<file path="src/rtl/fsg_pkg.sv">
// Purpose: constants and types for the flash security gate
// Assumes: one 50 MHz clock, APB register access, zero-wait slave
// Notes: prohibition flags live in an outside non-volatile store
//
// Functional notes
// (RULE1) new settings apply from next session
// (RULE2) chip-erase lock rejects external chip/block erase
// (RULE3) chip-erase lock forbids clearing any flag
// (RULE4) block-erase lock rejects external block erase
// (RULE5) write lock rejects external write, block erase
// (RULE6) boot lock rejects ops touching 0000H-0FFFH
// (RULE7) shipped state: all four flags clear
// (RULE8) flags set independently, both modes
// (RULE9) good chip erase clears block/write locks
// (RULE10) self mode ignores chip/block/write locks
// (RULE11) self mode still obeys boot lock
// (RULE12) chip-erase and boot locks are permanent
// (RULE13) only external chip erase clears locks
// (RULE14) external writes allowed under chip-erase lock
// (RULE15) every external command gets ack or nak
// (RULE16) rejected command leaves array untouched, naks
// (RULE17) flags kept in non-volatile storage
package fsg_pkg;

  localparam int unsigned CLK_HZ      = 50_000_000;
  localparam int unsigned ADDR_W      = 17;
  localparam int unsigned FLAG_W      = 4;

  // flag bit positions
  localparam int unsigned FLG_CE      = 0;
  localparam int unsigned FLG_BE      = 1;
  localparam int unsigned FLG_WR      = 2;
  localparam int unsigned FLG_BT      = 3;
  localparam logic [3:0]  FLAGS_RST   = 4'h0;

  // boot cluster upper bound; the cluster starts at the bottom of the array
  localparam logic [16:0] BOOT_HI     = 17'h00FFF;

  // command codes
  localparam logic [2:0]  OP_OTHER    = 3'h0;
  localparam logic [2:0]  OP_CHIP_ER  = 3'h1;
  localparam logic [2:0]  OP_BLK_ER   = 3'h2;
  localparam logic [2:0]  OP_WRITE    = 3'h3;
  localparam logic [2:0]  OP_SEC_SET  = 3'h4;

  // register byte offsets
  localparam logic [7:0]  OFS_CTRL    = 8'h00;
  localparam logic [7:0]  OFS_CMD     = 8'h04;
  localparam logic [7:0]  OFS_ADDR    = 8'h08;
  localparam logic [7:0]  OFS_STATUS  = 8'h0C;
  localparam logic [7:0]  OFS_IRQ_ST  = 8'h10;
  localparam logic [7:0]  OFS_IRQ_MSK = 8'h14;

  // irq status bits
  localparam int unsigned IRQ_DONE    = 0;
  localparam int unsigned IRQ_REJ     = 1;
  localparam logic [1:0]  IRQ_RST     = 2'h0;

  typedef struct packed {
    logic [2:0]        op;
    logic [16:0]       addr;
    logic [3:0]        sec;
  } fsg_cmd_t;

  typedef struct packed {
    logic [2:0]        op;
    logic [16:0]       addr;
  } fsg_fop_t;

  typedef enum logic [0:0] {ST_IDLE, ST_EXEC} fsg_state_t;

endpackage : fsg_pkg

</file>
<file path="src/rtl/fsg_gate.sv">
// Purpose: erase/write gating by security flags, external and self modes
// Assumes: nv store updates nv_flags_in the cycle after nv_wr_out
// Notes: array ops run outside; this block only decides and reports
//
// The implementer's own choices: the APB register port and the register offsets.
`timescale 1ns/1ns
`default_nettype none
module fsg_gate
  import fsg_pkg::*;
(
  input  wire logic        clk_sys_in,
  input  wire logic        reset_n_in,
  input  wire logic        psel_in,
  input  wire logic        penable_in,
  input  wire logic        pwrite_in,
  input  wire logic [7:0]  paddr_in,
  input  wire logic [31:0] pwdata_in,
  output logic      [31:0] prdata_out,
  output logic             pready_out,
  output logic             pslverr_out,
  input  wire logic        ext_mode_in,
  input  wire logic        ext_cmd_valid_in,
  input  wire fsg_cmd_t    ext_cmd_in,
  output logic             ext_cmd_ready_out,
  output logic             ext_rsp_valid_out,
  output logic             ext_rsp_ack_out,
  input  wire logic [3:0]  nv_flags_in,
  output logic             nv_wr_out,
  output logic      [3:0]  nv_wdata_out,
  output logic             fop_valid_out,
  output fsg_fop_t         fop_out,
  input  wire logic        fop_done_in,
  input  wire logic        fop_ok_in,
  output logic             irq_out
);

  fsg_state_t  state_reg;
  logic [3:0]  active_reg;
  logic        ext_mode_d_reg;
  logic        self_mode_reg;
  logic        self_mode_d_reg;
  logic        self_pend_reg;
  fsg_cmd_t    self_cmd_reg;
  logic [16:0] addr_reg;
  logic        op_ext_reg;
  logic [1:0]  irq_st_reg;
  logic [1:0]  irq_msk_reg;

  logic        wr_acc;
  logic        rd_setup;
  logic        addr_ok;
  logic        session_entry;
  logic        take_ext;
  logic        take_self;
  logic        take;
  fsg_cmd_t    cur;
  logic        touch;
  logic        rej;
  logic        ce_done_ok;
  logic [1:0]  irq_set;

  // ---------------- APB slave, zero wait states
  assign pready_out = 1'b1;
  assign wr_acc     = psel_in && penable_in && pwrite_in && addr_ok;
  assign rd_setup   = psel_in && !penable_in && !pwrite_in;

  always_comb begin
    case (paddr_in)
      OFS_CTRL, OFS_CMD, OFS_ADDR, OFS_STATUS, OFS_IRQ_ST, OFS_IRQ_MSK: addr_ok = 1'b1;
      default: addr_ok = 1'b0;
    endcase
  end

  assign pslverr_out = psel_in && penable_in && !addr_ok;

  // read data is captured in the setup cycle so it comes from a flop
  always_ff @(posedge clk_sys_in or negedge reset_n_in) begin
    if (!reset_n_in) begin
      prdata_out <= 32'h0;
    end else if (rd_setup) begin
      case (paddr_in)
        OFS_CTRL:    prdata_out <= {31'h0, self_mode_reg};
        OFS_ADDR:    prdata_out <= {15'h0, addr_reg};
        OFS_STATUS:  prdata_out <= {20'h0, ext_mode_in, self_mode_reg, self_pend_reg,
                                    (state_reg == ST_EXEC), nv_flags_in, active_reg};
        OFS_IRQ_ST:  prdata_out <= {30'h0, irq_st_reg};
        OFS_IRQ_MSK: prdata_out <= {30'h0, irq_msk_reg};
        default:     prdata_out <= 32'h0;
      endcase
    end
  end

  always_ff @(posedge clk_sys_in or negedge reset_n_in) begin
    if (!reset_n_in) begin
      self_mode_reg <= 1'b0;
      addr_reg      <= 17'h0;
      irq_msk_reg   <= IRQ_RST;
    end else if (wr_acc) begin
      if (paddr_in == OFS_CTRL) begin
        self_mode_reg <= pwdata_in[0];
      end
      if (paddr_in == OFS_ADDR) begin
        addr_reg <= pwdata_in[16:0];
      end
      if (paddr_in == OFS_IRQ_MSK) begin
        irq_msk_reg <= pwdata_in[1:0];
      end
    end
  end

  // a command write while one is pending is dropped; software polls pend
  always_ff @(posedge clk_sys_in or negedge reset_n_in) begin
    if (!reset_n_in) begin
      self_pend_reg <= 1'b0;
      self_cmd_reg  <= '0;
    end else if (wr_acc && paddr_in == OFS_CMD && !self_pend_reg) begin
      self_pend_reg <= 1'b1;
      self_cmd_reg  <= '{op: pwdata_in[2:0], addr: addr_reg, sec: pwdata_in[7:4]};
    end else if (take_self || !self_mode_reg) begin
      self_pend_reg <= 1'b0;
    end
  end

  // ---------------- session entry latches the stored flags
  always_ff @(posedge clk_sys_in or negedge reset_n_in) begin
    if (!reset_n_in) begin
      ext_mode_d_reg  <= 1'b0;
      self_mode_d_reg <= 1'b0;
    end else begin
      ext_mode_d_reg  <= ext_mode_in;
      self_mode_d_reg <= self_mode_reg;
    end
  end

  assign session_entry = (ext_mode_in && !ext_mode_d_reg) ||
                         (self_mode_reg && !self_mode_d_reg);

  always_ff @(posedge clk_sys_in or negedge reset_n_in) begin
    if (!reset_n_in) begin
      active_reg <= FLAGS_RST; // RULE7
    end else if (session_entry) begin
      active_reg <= nv_flags_in; // RULE1
    end
  end

  // ---------------- command selection and gating
  // ready drops in the entry cycle so a command is never offered and then ignored
  assign ext_cmd_ready_out = (state_reg == ST_IDLE) && ext_mode_in && !session_entry;
  assign take_ext  = ext_cmd_ready_out && ext_cmd_valid_in && !session_entry;
  assign take_self = (state_reg == ST_IDLE) && !ext_mode_in && self_mode_reg &&
                     self_pend_reg && !session_entry;
  assign take      = take_ext || take_self;
  assign cur       = take_ext ? ext_cmd_in : self_cmd_reg;
  assign touch     = (cur.addr <= BOOT_HI);

  always_comb begin
    rej = 1'b0;
    if (take_ext) begin
      case (cur.op)
        OP_CHIP_ER: rej = active_reg[FLG_CE] || active_reg[FLG_BT]; // RULE2 RULE6
        OP_BLK_ER:  rej = active_reg[FLG_CE] || active_reg[FLG_BE] || active_reg[FLG_WR] ||
                          (active_reg[FLG_BT] && touch); // RULE2 RULE4 RULE5 RULE6
        OP_WRITE:   rej = active_reg[FLG_WR] || (active_reg[FLG_BT] && touch); // RULE5 RULE14
        default:    rej = 1'b0;
      endcase
    end else begin
      case (cur.op)
        OP_CHIP_ER: rej = 1'b1; // RULE13
        OP_BLK_ER,
        OP_WRITE:   rej = active_reg[FLG_BT] && touch; // RULE10 RULE11
        default:    rej = 1'b0;
      endcase
    end
  end

  // ---------------- sequencing of array operations
  always_ff @(posedge clk_sys_in or negedge reset_n_in) begin
    if (!reset_n_in) begin
      state_reg     <= ST_IDLE;
      fop_valid_out <= 1'b0;
      fop_out       <= '0;
      op_ext_reg    <= 1'b0;
    end else begin
      case (state_reg)
        ST_IDLE: begin
          if (take && !rej && (cur.op == OP_CHIP_ER || cur.op == OP_BLK_ER ||
                               cur.op == OP_WRITE)) begin
            state_reg     <= ST_EXEC;
            fop_valid_out <= 1'b1;
            fop_out       <= '{op: cur.op, addr: cur.addr};
            op_ext_reg    <= take_ext;
          end
        end
        ST_EXEC: begin
          if (fop_done_in) begin
            state_reg     <= ST_IDLE;
            fop_valid_out <= 1'b0;
          end
        end
        default: begin
          state_reg     <= ST_IDLE;
          fop_valid_out <= 1'b0;
        end
      endcase
    end
  end

  assign ce_done_ok = (state_reg == ST_EXEC) && fop_done_in && fop_ok_in &&
                      op_ext_reg && (fop_out.op == OP_CHIP_ER);

  // ---------------- non-volatile flag updates; flags only grow here, except that a good external chip erase clears block/write locks while FLG_CE is clear
  always_ff @(posedge clk_sys_in or negedge reset_n_in) begin
    if (!reset_n_in) begin
      nv_wr_out    <= 1'b0;
      nv_wdata_out <= FLAGS_RST;
    end else begin
      nv_wr_out <= 1'b0;
      if (take && cur.op == OP_SEC_SET) begin
        nv_wr_out    <= 1'b1; // RULE17
        nv_wdata_out <= nv_flags_in | cur.sec; // RULE8 RULE12
      end else if (ce_done_ok && !nv_flags_in[FLG_CE]) begin
        nv_wr_out    <= 1'b1; // RULE3
        nv_wdata_out <= nv_flags_in & ~((4'h1 << FLG_BE) | (4'h1 << FLG_WR)); // RULE9 RULE13
      end
    end
  end

  // ---------------- responses
  always_ff @(posedge clk_sys_in or negedge reset_n_in) begin
    if (!reset_n_in) begin
      ext_rsp_valid_out <= 1'b0;
      ext_rsp_ack_out   <= 1'b0;
    end else begin
      ext_rsp_valid_out <= 1'b0;
      if (take_ext && (rej || cur.op == OP_OTHER || cur.op == OP_SEC_SET ||
                       cur.op > OP_SEC_SET)) begin
        ext_rsp_valid_out <= 1'b1; // RULE15
        ext_rsp_ack_out   <= !rej; // RULE16
      end else if (state_reg == ST_EXEC && fop_done_in && op_ext_reg) begin
        ext_rsp_valid_out <= 1'b1; // RULE15
        ext_rsp_ack_out   <= fop_ok_in;
      end
    end
  end

  always_comb begin
    irq_set = 2'h0;
    if (take_self) begin
      irq_set[IRQ_REJ]  = rej;
      irq_set[IRQ_DONE] = !rej && !(cur.op == OP_BLK_ER || cur.op == OP_WRITE);
    end else if (state_reg == ST_EXEC && fop_done_in && !op_ext_reg) begin
      irq_set[IRQ_DONE] = fop_ok_in;
      irq_set[IRQ_REJ]  = !fop_ok_in;
    end
  end

  // set beats a same-cycle write-one-to-clear
  always_ff @(posedge clk_sys_in or negedge reset_n_in) begin
    if (!reset_n_in) begin
      irq_st_reg <= IRQ_RST;
    end else if (wr_acc && paddr_in == OFS_IRQ_ST) begin
      irq_st_reg <= (irq_st_reg & ~pwdata_in[1:0]) | irq_set;
    end else begin
      irq_st_reg <= irq_st_reg | irq_set;
    end
  end

  assign irq_out = |(irq_st_reg & irq_msk_reg);
endmodule : fsg_gate
`default_nettype wire

</file>
<file path="config.mk">
export PLATFORM = sky130hd
export DESIGN_NAME = fsg_gate
export DESIGN_NICKNAME = d
export VERILOG_FILES = /design/src/rtl/fsg_pkg.sv /design/src/rtl/fsg_gate.sv
export SDC_FILE = /design/constraint.sdc
export NUM_CORES = 1
export LEC_CHECK = 0
export BUFFER_PORTS_ARGS = -buffer_cell sky130_fd_sc_hd__buf_2
export CORE_MARGIN = 2
export CORE_UTILIZATION = 50
export CTS_CLUSTER_DIAMETER = 80
export DETAILED_ROUTE_END_ITERATION = 10
export GPL_TIMING_DRIVEN = 0
export PLACE_DENSITY = 0.78
export SYNTH_ARGS = -nofsm -noshare
export SYNTH_HDL_FRONTEND = slang
export SYNTH_SLANG_ARGS = --single-unit
</file>
<file path="constraint.sdc">
create_clock -name clk_sys_in -period 6.7 [get_ports clk_sys_in]
set_clock_uncertainty 0.2 [all_clocks]
set_input_delay 0.67 -clock clk_sys_in [delete_from_list [all_inputs] [get_ports clk_sys_in]]
set_output_delay 0.67 -clock clk_sys_in [all_outputs]
set_load 0.01 [all_outputs]
</file>
==> results by group, run 1 <==
Outcome
  • Outcome: finished, final reports clean

Routing
  • DRC: 0
  • Drt first pass iters: 5
  • Post-Route WL: 11.5 mm
  • DR vias: 3634
  • Final ANT Viol Nets: 0
  • Drt first-iter violations: 192
  • Vias per std cell: 5.38
  • DR WL/cell: 16.9 um

Final layout
  • Share of cells above drive strength 1: 0.386
  • P&R area growth vs syn: 19.8%
  • Final-stage net count: 637
  • # fillers: 797
  • Diode count: 0
  • Util after Layout: 0.615
  • Number of flip-flops in the largest register: 24

Setup path
  • Crit path largest cell delay: 0.56 ns
  • Worst setup path category: in2out
  • Family with the most delay on the worst path: simple AND/OR/NAND/NOR gates
  • Crit path DAT: 2.07 ns
  • Critical path's most frequent cell: buf_2
  • CP Capture Type: output port
  • Req. time, crit path: 5.83 ns
  • Worst setup SP type: input pin
  • WP buf/inv: 3
  • CP cell instances: buf_2 -> or4_4 -> or2_0 -> buf_6 -> a21oi_1 -> nor2_1 -> buf_2
  • Critical path peak fanout: 5
  • CP max stage cell: or4_4

Clocking
  • Num Clock Sinks: 100
  • CTS root buffer: clkbuf_8
  • H-tree Lvls: 3
  • CTS Buf Count: 9
  • Clock Pin Slew Worst Setup and Hold Paths: 0.11 ns
  • CTS Hold Buffers Added: 0
  • Clk_lat worst skew: 0.37 ns
  • CTS resizes: 0
  • Setup bufs post-CTS: 0
  • Worst-case clock buffer depth: 2
  • CTS tree: yes

Timing
  • Minimum clock period: 2.94 ns
  • RSZ-0062 raised after global routing: no
  • Setup TNS: 0 ns
  • Endpoints failing hold: 0
  • Max-slew headroom: 0.293
  • Finish-stage setup viols: 0
  • Fin. max-slew vios: 0
  • Fmax achieved: 340 MHz
  • Final Cycle Share: 0.439
  • Least-Margin Pin Slew: 1.06 ns

Placed design
  • Port buffer count: 106
  • GPL Wtd Cong: 0.894
  • Post-DP HPWL: 8.63 mm

Global routing
  • Largest net degree at the start of global routing: 74
  • First-pass GRT wire length: 18.3 mm
  • Initial antenna violation count: 0
  • Total gr overflow: 0
  • All-layer global routing usage: 0.235
  • Number of global-route vias before repair: 3618

Logic synthesis
  • Synth top area cells: dfrtp_1, mux2_2, nand2_1
  • EDFF count, synth: 0
  • Register area share after synthesis: 0.530
  • Most instantiated cells after synthesis: dfrtp_1, nand2_1, mux2_2
  • YS warnings: 0
  • Synth area leader: dfrtp_1
  • Yosys top cell area share: 0.530
  • Syn_area_per_cell: 11.0 um^2
  • Post-synthesis cell type count: 53
  • Asr flop ratio synth: 1.00
  • Main synth FF type: dfrtp_1
  • Seq cells post-synth: 100
  • Top-count cell post-synth: dfrtp_1
  • Post-Synthesis Cells: 428
  • Area of the mapped netlist: 4720 um^2

Pwr
  • Clock power frac: 0.317
  • P_int: 0.000840 W
  • Switching share of power: 0.271
  • LEAKAGE: 3.03 nW
  • Cell Pwr Density: 204 nW/um^2
  • Peak VDD IR: 0.105 mV
  • Net Sw Power: 0.000312 W
  • Register share of total power: 0.563
  • Combinational Power Share: 0.120

Floorplan
  • Core box area: 9200 um^2
  • Die Ht: 101 um
  • Total Die Area: 10200 um^2
  • FP Rows: 35
  • Initial core utilization: 0.513
  • I/O Pins: 141
  • Die Wd: 101 um

Job
  • Maxcap violations: 0

Worst hold path
  • Worst min-delay path class: in2async
cell usage in the layout, fill, tap and decap left out, drive strengths merged, types with 2 or more instances in the layout:
cell type | netlist | final
a21oi | 10 | 10
inv | 8 | 10
conb | 2 | 16
clkinv | 0 | 2
o21ai | 24 | 24
a211oi | 2 | 2
nand3 | 10 | 10
clkinvlp | 0 | 2
nor4b | 2 | 2
nor3 | 4 | 4
nor2b | 4 | 4
buf | 26 | 133
nor4 | 5 | 5
mux2 | 68 | 68
a22oi | 10 | 10
a21o | 2 | 2
dfrtp | 100 | 100
mux2i | 6 | 6
o21a | 3 | 3
or2 | 2 | 2
clkbuf | 10 | 20
nor2 | 17 | 17
nand2 | 88 | 88
nand2b | 2 | 2
nor4bb | 2 | 2
nand4b | 2 | 2
nor3b | 3 | 3
layout make-up:
cell class / instances / area [um^2] / area share
tap: 111 / 139 / 0.0246
buffer: 36 / 226 / 0.0400
clock inverter: 6 / 46.3 / 0.00819
clock buffer: 10 / 138 / 0.0243
inverter: 8 / 30.0 / 0.00531
timing repair buffer: 107 / 561 / 0.0991
multi-input combinational: 298 / 2010 / 0.356
sequential: 100 / 2500 / 0.442
through the flow:
step                      hold slack, ns  std cells  total power (W)  cell area, um^2  setup slack (ns)
final                            0.00651        676          0.00115             5660              3.76
after global routing              0.0230        676          0.00120             5660              3.69
after CTS                         0.0109        676          0.00116             5660              3.75
after detailed placement           0.254        660         0.000799             5470              3.65
after global placement             0.249        659         0.000792             5440              3.68
after floorplan                    0.174        442         0.000727             4770              3.97
routing by layer:
metal / part of all wire / vias up / GRT usage
li1: - / 1718 / -
met1: 0.44 / 1757 / 0.317
met2: 0.48 / 142 / 0.383
met3: 0.067 / 17 / 0.0435
met4: 0.019 / 0 / 0.0873
met5: 0 / - / 0
power by group through the flow:
stage	clock, W	sequential [W]	combinational, W
2_1_floorplan	0	0.000663	0.0000638
3_3_place_gp	0	0.000659	0.000133
3_5_place_dp	0	0.000660	0.000139
4_1_cts	0.000368	0.000648	0.000139
5_1_grt	0.000393	0.000652	0.000153
6_report	0.000365	0.000649	0.000138
path summary, 6_finish.rpt:
| path | from | endpoint | slack [ns] | depth (start not counted) |
|---|---|---|---|---|
| worst min register to register | prdata_out[16] | prdata_out[16] | 0.28 | 2 |
| worst max-delay path | paddr_in[0] | pslverr_out | 3.76 | 7 |
| worst max register to register | active_reg[0] | fop_out[8] | 4.04 | 6 |
| max in group asynchronous | reset_n_in | fop_out[18] | 5.61 | 2 |
| min in group clk_sys_in | ext_mode_in | ext_mode_d_reg | 0.28 | 1 |
| worst min-delay path | reset_n_in | self_cmd_reg[7] | 0.007 | 1 |
cells by family (layout without fill, tap and decap cells):
group | after synthesis | after routing | synth area share
AO/OA/AOI/OAI | 61 | 61 | 0.0811
buffers and inverters | 44 | 167 | 0.0544
AND/OR/NAND/NOR | 147 | 147 | 0.150
multiplexers | 74 | 74 | 0.183
flip-flops | 100 | 100 | 0.530
other | 2 | 16 | 0.00159
Note: power is estimated with default switching activity, not from simulation.
==> run 2: changes to the inputs <==
--- a/config.mk
+++ b/config.mk
@@ -7,11 +7,11 @@
 export LEC_CHECK = 0
 export BUFFER_PORTS_ARGS = -buffer_cell sky130_fd_sc_hd__buf_2
 export CORE_MARGIN = 2
-export CORE_UTILIZATION = 50
+export CORE_UTILIZATION = 47
 export CTS_CLUSTER_DIAMETER = 80
 export DETAILED_ROUTE_END_ITERATION = 10
 export GPL_TIMING_DRIVEN = 0
-export PLACE_DENSITY = 0.78
+export PLACE_DENSITY = 0.77
 export SYNTH_ARGS = -nofsm -noshare
 export SYNTH_HDL_FRONTEND = slang
 export SYNTH_SLANG_ARGS = --single-unit
==> constraint.sdc (replaced) <==
create_clock -name clk_sys_in -period 2.7 [get_ports clk_sys_in]
set_clock_uncertainty 0.2 [all_clocks]
set_input_delay 0.27 -clock clk_sys_in [delete_from_list [all_inputs] [get_ports clk_sys_in]]
set_output_delay 0.27 -clock clk_sys_in [all_outputs]
set_load 0.01 [all_outputs]
==> results by group, run 2 (synthesized netlist as in run 1, its figures left out) <==
Final layout
  • # fillers: 818 (was 797)
  • Number of flip-flops in the largest register: 24 (unchanged)
  • Final non-filler cell total: 720 (was 676)
  • P&R area growth vs syn: 25.8% (was 19.8%)
  • Final-stage net count: 660 (was 637)
  • Diode count: 0 (unchanged)
  • Commonest cells after routing, fill and taps aside: buf_2, dfrtp_1, nand2_1 (unchanged)
  • Share of cells above drive strength 1: 0.375 (was 0.386)
  • FF/Latch Area: 2500 um^2 (unchanged)
  • Multi-input combinational cell area: 2030 um^2 (was 2010 um^2)
  • Commonest non-fill, non-tap cell in the layout: buf_2 (unchanged)

Pwr
  • LEAKAGE: 3.13 nW (was 3.03 nW)
  • Peak VDD IR: 0.343 mV (was 0.105 mV)
  • Cell Pwr Density: 496 nW/um^2 (was 204 nW/um^2)

Placed design
  • Port buffer count: 106 (unchanged)
  • GPL Wtd Cong: 0.845 (was 0.894)
  • Placed Instances: 682 (was 660)
  • Post-DP HPWL: 8.64 mm (was 8.63 mm)

Timing
  • Least-Margin Pin Slew: 1.07 ns (was 1.06 ns)
  • Fmax achieved: 381 MHz
  • Minimum clock period: 2.62 ns
  • Fin. max-slew vios: 0 (unchanged)
  • Endpoints failing hold: 0 (unchanged)
  • Setup TNS: 0 ns (unchanged)
  • Finish-stage setup viols: 0 (unchanged)
  • Max-slew headroom: 0.286 (was 0.293)
  • Final Cycle Share: 0.971

Floorplan
  • I/O Pins: 141 (unchanged)
  • Initial core utilization: 0.483 (was 0.513)
  • Core box area: 9770 um^2 (was 9200 um^2)
  • Die Ht: 104 um (was 101 um)
  • FP Rows: 36 (was 35)
  • Total Die Area: 10900 um^2 (was 10200 um^2)
  • Die Wd: 104 um (was 101 um)

Clocking
  • Worst-case clock buffer depth: 2 (unchanged)
  • Clk_lat worst skew: 0.37 ns (about the same)
  • CTS tree: yes (unchanged)
  • CTS Buf Count: 9 (unchanged)
  • Clock Pin Slew Worst Setup and Hold Paths: 0.09 ns (was 0.11 ns)
  • CTS root buffer: clkbuf_8 (unchanged)
  • Setup bufs post-CTS: 0 (unchanged)
  • Num Clock Sinks: 100 (unchanged)
  • H-tree Lvls: 3 (unchanged)

Routing
  • DRC: 0 (unchanged)
  • DR WL/cell: 16.4 um (was 16.9 um)
  • Drt first-iter violations: 206 (was 192)
  • Post-Route WL: 11.8 mm (was 11.5 mm)
  • Vias per std cell: 5.18 (was 5.38)
  • Drt first pass iters: 4 (was 5)
  • DR vias: 3726 (was 3634)
  • Final ANT Viol Nets: 0 (unchanged)

Worst hold path
  • Hold EP: self_cmd_reg[22]
  • Hold path start: pwdata_in[1]
  • Hold-critical path depth: 2
  • Worst min-delay path class: in2reg (was in2async)

Global routing
  • Initial antenna violation count: 0 (unchanged)
  • All-layer global routing usage: 0.225 (was 0.235)
  • Number of global-route vias before repair: 3696 (was 3618)
  • Total gr overflow: 0 (unchanged)
  • First-pass GRT wire length: 19.1 mm (was 18.3 mm)
  • Largest net degree at the start of global routing: 77 (was 74)

Job
  • Maxcap violations: 0 (unchanged)

Setup path
  • Req. time, crit path: 2.76 ns (was 5.83 ns)
  • Crit path DAT: 2.68 ns (was 2.07 ns)
  • R2R depth: 6 (unchanged)
  • Worst setup path category: in2reg (was in2out)
  • Critical path peak fanout: 10 (was 5)
  • R2R Setup Slk: 0.13 ns (was 4.04 ns)
  • FF-to-FF Start: active_reg[0] (unchanged)
  • CP Capture Type: flip-flop (was output port)
  • R2r endpoint: fop_out[9] (was fop_out[8])
  • Worst setup SP type: input pin (unchanged)

Outcome
  • Outcome: finished, final reports clean (unchanged)
-- run 2: metrics by stage --
stage          cell area, um^2   util  power (W)  hold slack, ns  setup slack [ns]
2_1_floorplan             4770      -    0.00180          -0.226             0.365
3_3_place_gp              5470  0.560    0.00197           0.249            0.0871
3_5_place_dp              5500  0.563    0.00198          0.0121            0.0630
4_1_cts                   5900  0.603    0.00295         0.00142           0.00587
5_1_grt                   5940  0.607    0.00306       0.0000984          -0.00931
6_report                  5940  0.607    0.00295         0.00133            0.0787
-- run 2: final cells by class --
class	instances	share of cell area
Timing Repair Buffer	130	0.133
Tap cell	133	0.0280
Buffer	36	0.0390
Inverter	8	0.00506
Multi-Input combinational cell	298	0.341
Sequential cell	100	0.422
Clock buffer	9	0.0209
Clock inverter	6	0.0110
-- run 2: what timing repair did --
| item | 4_1_cts | 5_1_grt |
|---|---|---|
| endpoints found under the setup margin | 0 | 18 |
| endpoints found under the hold margin | 49 | 2 |
| gates resized for setup | 0 | 6 |
| hold buffers | 21 | 2 |
-- run 2: worst max-delay path by stage --
| stage | start | slack (ns) | cells past startpoint | endpoint |
|---|---|---|---|---|
| after global routing | ext_mode_in | -0.009 | 8 | fop_out[17] |
| final | ext_mode_in | 0.08 | 8 | fop_out[9] |
| after CTS | ext_mode_in | 0.006 | 8 | fop_out[11] |
| after global placement | paddr_in[0] | 0.09 | 7 | addr_reg[2] |
| after floorplan | paddr_in[0] | 0.37 | 6 | addr_reg[10] |
| after detailed placement | paddr_in[0] | 0.06 | 7 | addr_reg[9] |
-- run 2: routing by layer --
layer | share of wire | wire length (um) | global-route usage
met1 | 0.45 | 5260 | 0.307
met5 | 0 | 0 | 0
met4 | 0.018 | 216 | 0.0521
met3 | 0.067 | 786 | 0.0583
met2 | 0.47 | 5520 | 0.362
-- run 2: report_power, final --
| group | leakage, nW | total, W | switching [W] | internal (W) |
|---|---|---|---|---|
| sequential | 1.36 | 0.00161 | 0.0000512 | 0.00156 |
| combinational | 1.68 | 0.000372 | 0.000193 | 0.000179 |
| clock | 0.0955 | 0.000963 | 0.000537 | 0.000426 |
| total | 3.13 | 0.00295 | 0.000781 | 0.00216 |
-- run 2: worst max-delay path: stages --
cell,delay [ns]
dlygate4sd3_1,0.56
buf_2,0.16
nand4b_1,0.25
nor4_1,0.35
a21oi_1,0.13
nor3_4,0.26
clkbuf_4,0.32
mux2_2,0.36
==> run 3: changes to the inputs <==
--- a/config.mk
+++ b/config.mk
@@ -12,6 +12,7 @@
 export DETAILED_ROUTE_END_ITERATION = 10
 export GPL_TIMING_DRIVEN = 0
 export PLACE_DENSITY = 0.77
+export SLEW_MARGIN = 20
 export SYNTH_ARGS = -nofsm -noshare
 export SYNTH_HDL_FRONTEND = slang
 export SYNTH_SLANG_ARGS = --single-unit
==> constraint.sdc (replaced) <==
create_clock -name clk_sys_in -period 2.7 [get_ports clk_sys_in]
set_clock_uncertainty 0.2 [all_clocks]
set_input_delay 0.54 -clock clk_sys_in [delete_from_list [all_inputs] [get_ports clk_sys_in]]
set_output_delay 0.54 -clock clk_sys_in [all_outputs]
set_load 0.01 [all_outputs]
==> results by group, run 3 (synthesized netlist as in run 1, its figures left out) <==
Outcome
  • Outcome: finished, final reports clean (unchanged)

Routing
  • Drt first pass iters: 7 (was 4)
  • DRC: 0 (unchanged)
  • Drt first-iter violations: 221 (was 206)
  • DR vias: 3627 (was 3726)
  • DR WL/cell: 16.2 um (was 16.4 um)
  • Vias per std cell: 5.19 (was 5.18)
  • Post-Route WL: 11.3 mm (was 11.8 mm)
  • Final ANT Viol Nets: 0 (unchanged)

Placed design
  • Port buffer count: 106 (unchanged)
  • GPL Wtd Cong: 0.845 (unchanged)
  • Post-DP Area: 5500 um^2 (about the same)
  • Post-DP HPWL: 8.59 mm (was 8.64 mm)

Final layout
  • Commonest cells after routing, fill and taps aside: buf_2, dfrtp_1, nand2_1 (unchanged)
  • Multi-input combinational cell area: 2020 um^2 (was 2030 um^2)
  • Design area: 5720 um^2 (was 5940 um^2)
  • P&R area growth vs syn: 21.2% (was 25.8%)
  • Number of flip-flops in the largest register: 24 (unchanged)
  • # fillers: 846 (was 818)
  • Share of cells above drive strength 1: 0.389 (was 0.375)
  • FF/Latch Area: 2500 um^2 (unchanged)
  • Commonest non-fill, non-tap cell in the layout: buf_2 (unchanged)
  • Diode count: 0 (unchanged)
  • Final-stage net count: 638 (was 660)

Global routing
  • First-pass GRT wire length: 18.7 mm (was 19.1 mm)
  • Number of global-route vias before repair: 3510 (was 3696)
  • Largest net degree at the start of global routing: 84 (was 77)
  • Total gr overflow: 0 (unchanged)
  • All-layer global routing usage: 0.219 (was 0.225)
  • Initial antenna violation count: 0 (unchanged)

Setup path
  • Crit path DAT: 1.86 ns (was 2.68 ns)
  • Worst setup path category: in2out (was in2reg)
  • CP cell instances: buf_2 -> or4_4 -> or2_0 -> buf_6 -> a21oi_2 -> nor2_1 -> buf_2 (was dlygate4sd3_1 -> buf_2 -> nand4b_1 -> nor4_1 -> a21oi_1 -> nor3_4 -> clkbuf_4 -> mux2_2)
  • Critical path's most frequent cell: buf_2
  • Worst setup SP type: input pin (unchanged)
  • Req. time, crit path: 1.96 ns (was 2.76 ns)
  • CP max stage cell: or4_4 (was dlygate4sd3_1)
  • Crit path largest cell delay: 0.55 ns (was 0.56 ns)
  • Critical path peak fanout: 5 (was 10)
  • CP Capture Type: output port (was flip-flop)

Timing
  • Fmax achieved: 384 MHz (was 381 MHz)
  • Final Cycle Share: 0.964 (was 0.971)
  • RSZ-0062 raised after global routing: no
  • Least-Margin Pin Slew: 0.998 ns (was 1.07 ns)
  • Setup TNS: 0 ns (unchanged)
  • Finish-stage setup viols: 0 (unchanged)
  • Minimum clock period: 2.60 ns (was 2.62 ns)
  • Max-slew headroom: 0.333 (was 0.286)
  • Fin. max-slew vios: 0 (unchanged)
  • Endpoints failing hold: 0 (unchanged)

Clocking
  • Clock Pin Slew Worst Setup and Hold Paths: 0.10 ns (was 0.09 ns)
  • Num Clock Sinks: 100 (unchanged)
  • Setup bufs post-CTS: 0 (unchanged)
  • CTS tree: yes (unchanged)
  • Clk_lat worst skew: 0.37 ns (about the same)
  • Worst-case clock buffer depth: 2 (unchanged)
  • CTS Buf Count: 9 (unchanged)
  • CTS root buffer: clkbuf_8 (unchanged)
  • H-tree Lvls: 3 (unchanged)

Pwr
  • Pwr Total: 0.00289 W (was 0.00295 W)
  • Cell Pwr Density: 505 nW/um^2 (was 496 nW/um^2)
  • Peak VDD IR: 0.397 mV (was 0.343 mV)
  • LEAKAGE: 3.04 nW (was 3.13 nW)

Job
  • Maxcap violations: 0 (unchanged)

Floorplan
  • I/O Pins: 141 (unchanged)
  • Initial core utilization: 0.483 (unchanged)
  • Core box area: 9770 um^2 (unchanged)
  • Total Die Area: 10900 um^2 (unchanged)
  • Die Ht: 104 um (unchanged)
  • Die Wd: 104 um (unchanged)
  • FP Rows: 36 (unchanged)

Worst hold path
  • Worst min-delay path class: in2reg (unchanged)
## run 3: final timing paths
check / startpoint / end / slack, ns / depth (start not counted)
min in group asynchronous: reset_n_in / self_cmd_reg[21] / 0.36 / 2
max reg2reg: self_mode_reg / fop_out[8] / 0.14 / 6
max in group asynchronous: reset_n_in / ext_rsp_valid_out / 1.28 / 3
min: ext_mode_in / ext_mode_d_reg / 0.14 / 1
max: paddr_in[0] / pslverr_out / 0.1 / 7
min reg2reg: prdata_out[16] / prdata_out[16] / 0.28 / 2
## run 3: repair_timing
action / CTS / global route
resized for setup: 0 / 5
setup endpoints to repair: 0 / 18
hold endpoints to repair: 17 / 0
hold buffers: 1 / 0
## run 3: critical path: cells and delay by family
kind            cells  cell delay [ns]
simple gates        3             0.83
buf+inv             3             0.36
compound gates      1             0.12
## run 3: stage by stage
stage	setup WS [ns]	utilization	std cells	hold WS [ns]
after global placement	-0.183	0.560	681	0.250
after floorplan	0.0954	-	442	0.0444
after global routing	0.0473	0.585	699	0.135
final	0.0968	0.585	699	0.143
after detailed placement	-0.206	0.563	682	0.192
after CTS	0.0188	0.584	699	0.137
## run 3: area by class of cell
type | instances | share of cell area
Buffer | 36 | 0.0402
Clock inverter | 6 | 0.00984
Tap cell | 133 | 0.0291
Clock buffer | 10 | 0.0241
Inverter | 8 | 0.00525
Timing Repair Buffer | 108 | 0.100
Multi-Input combinational cell | 298 | 0.354
Sequential cell | 100 | 0.437
## run 3: report_power, final
part           internal (W)  switching, W
logic              0.000159      0.000186
registers           0.00156     0.0000509
clock network      0.000378      0.000552
## run 3: metal layers
layer,GRT usage,part of all wire,up-vias
met5,0,0,-
met4,0.0357,0.0058,0
met3,0.0533,0.066,8
met2,0.346,0.47,142
met1,0.314,0.46,1757
li1,-,-,1720
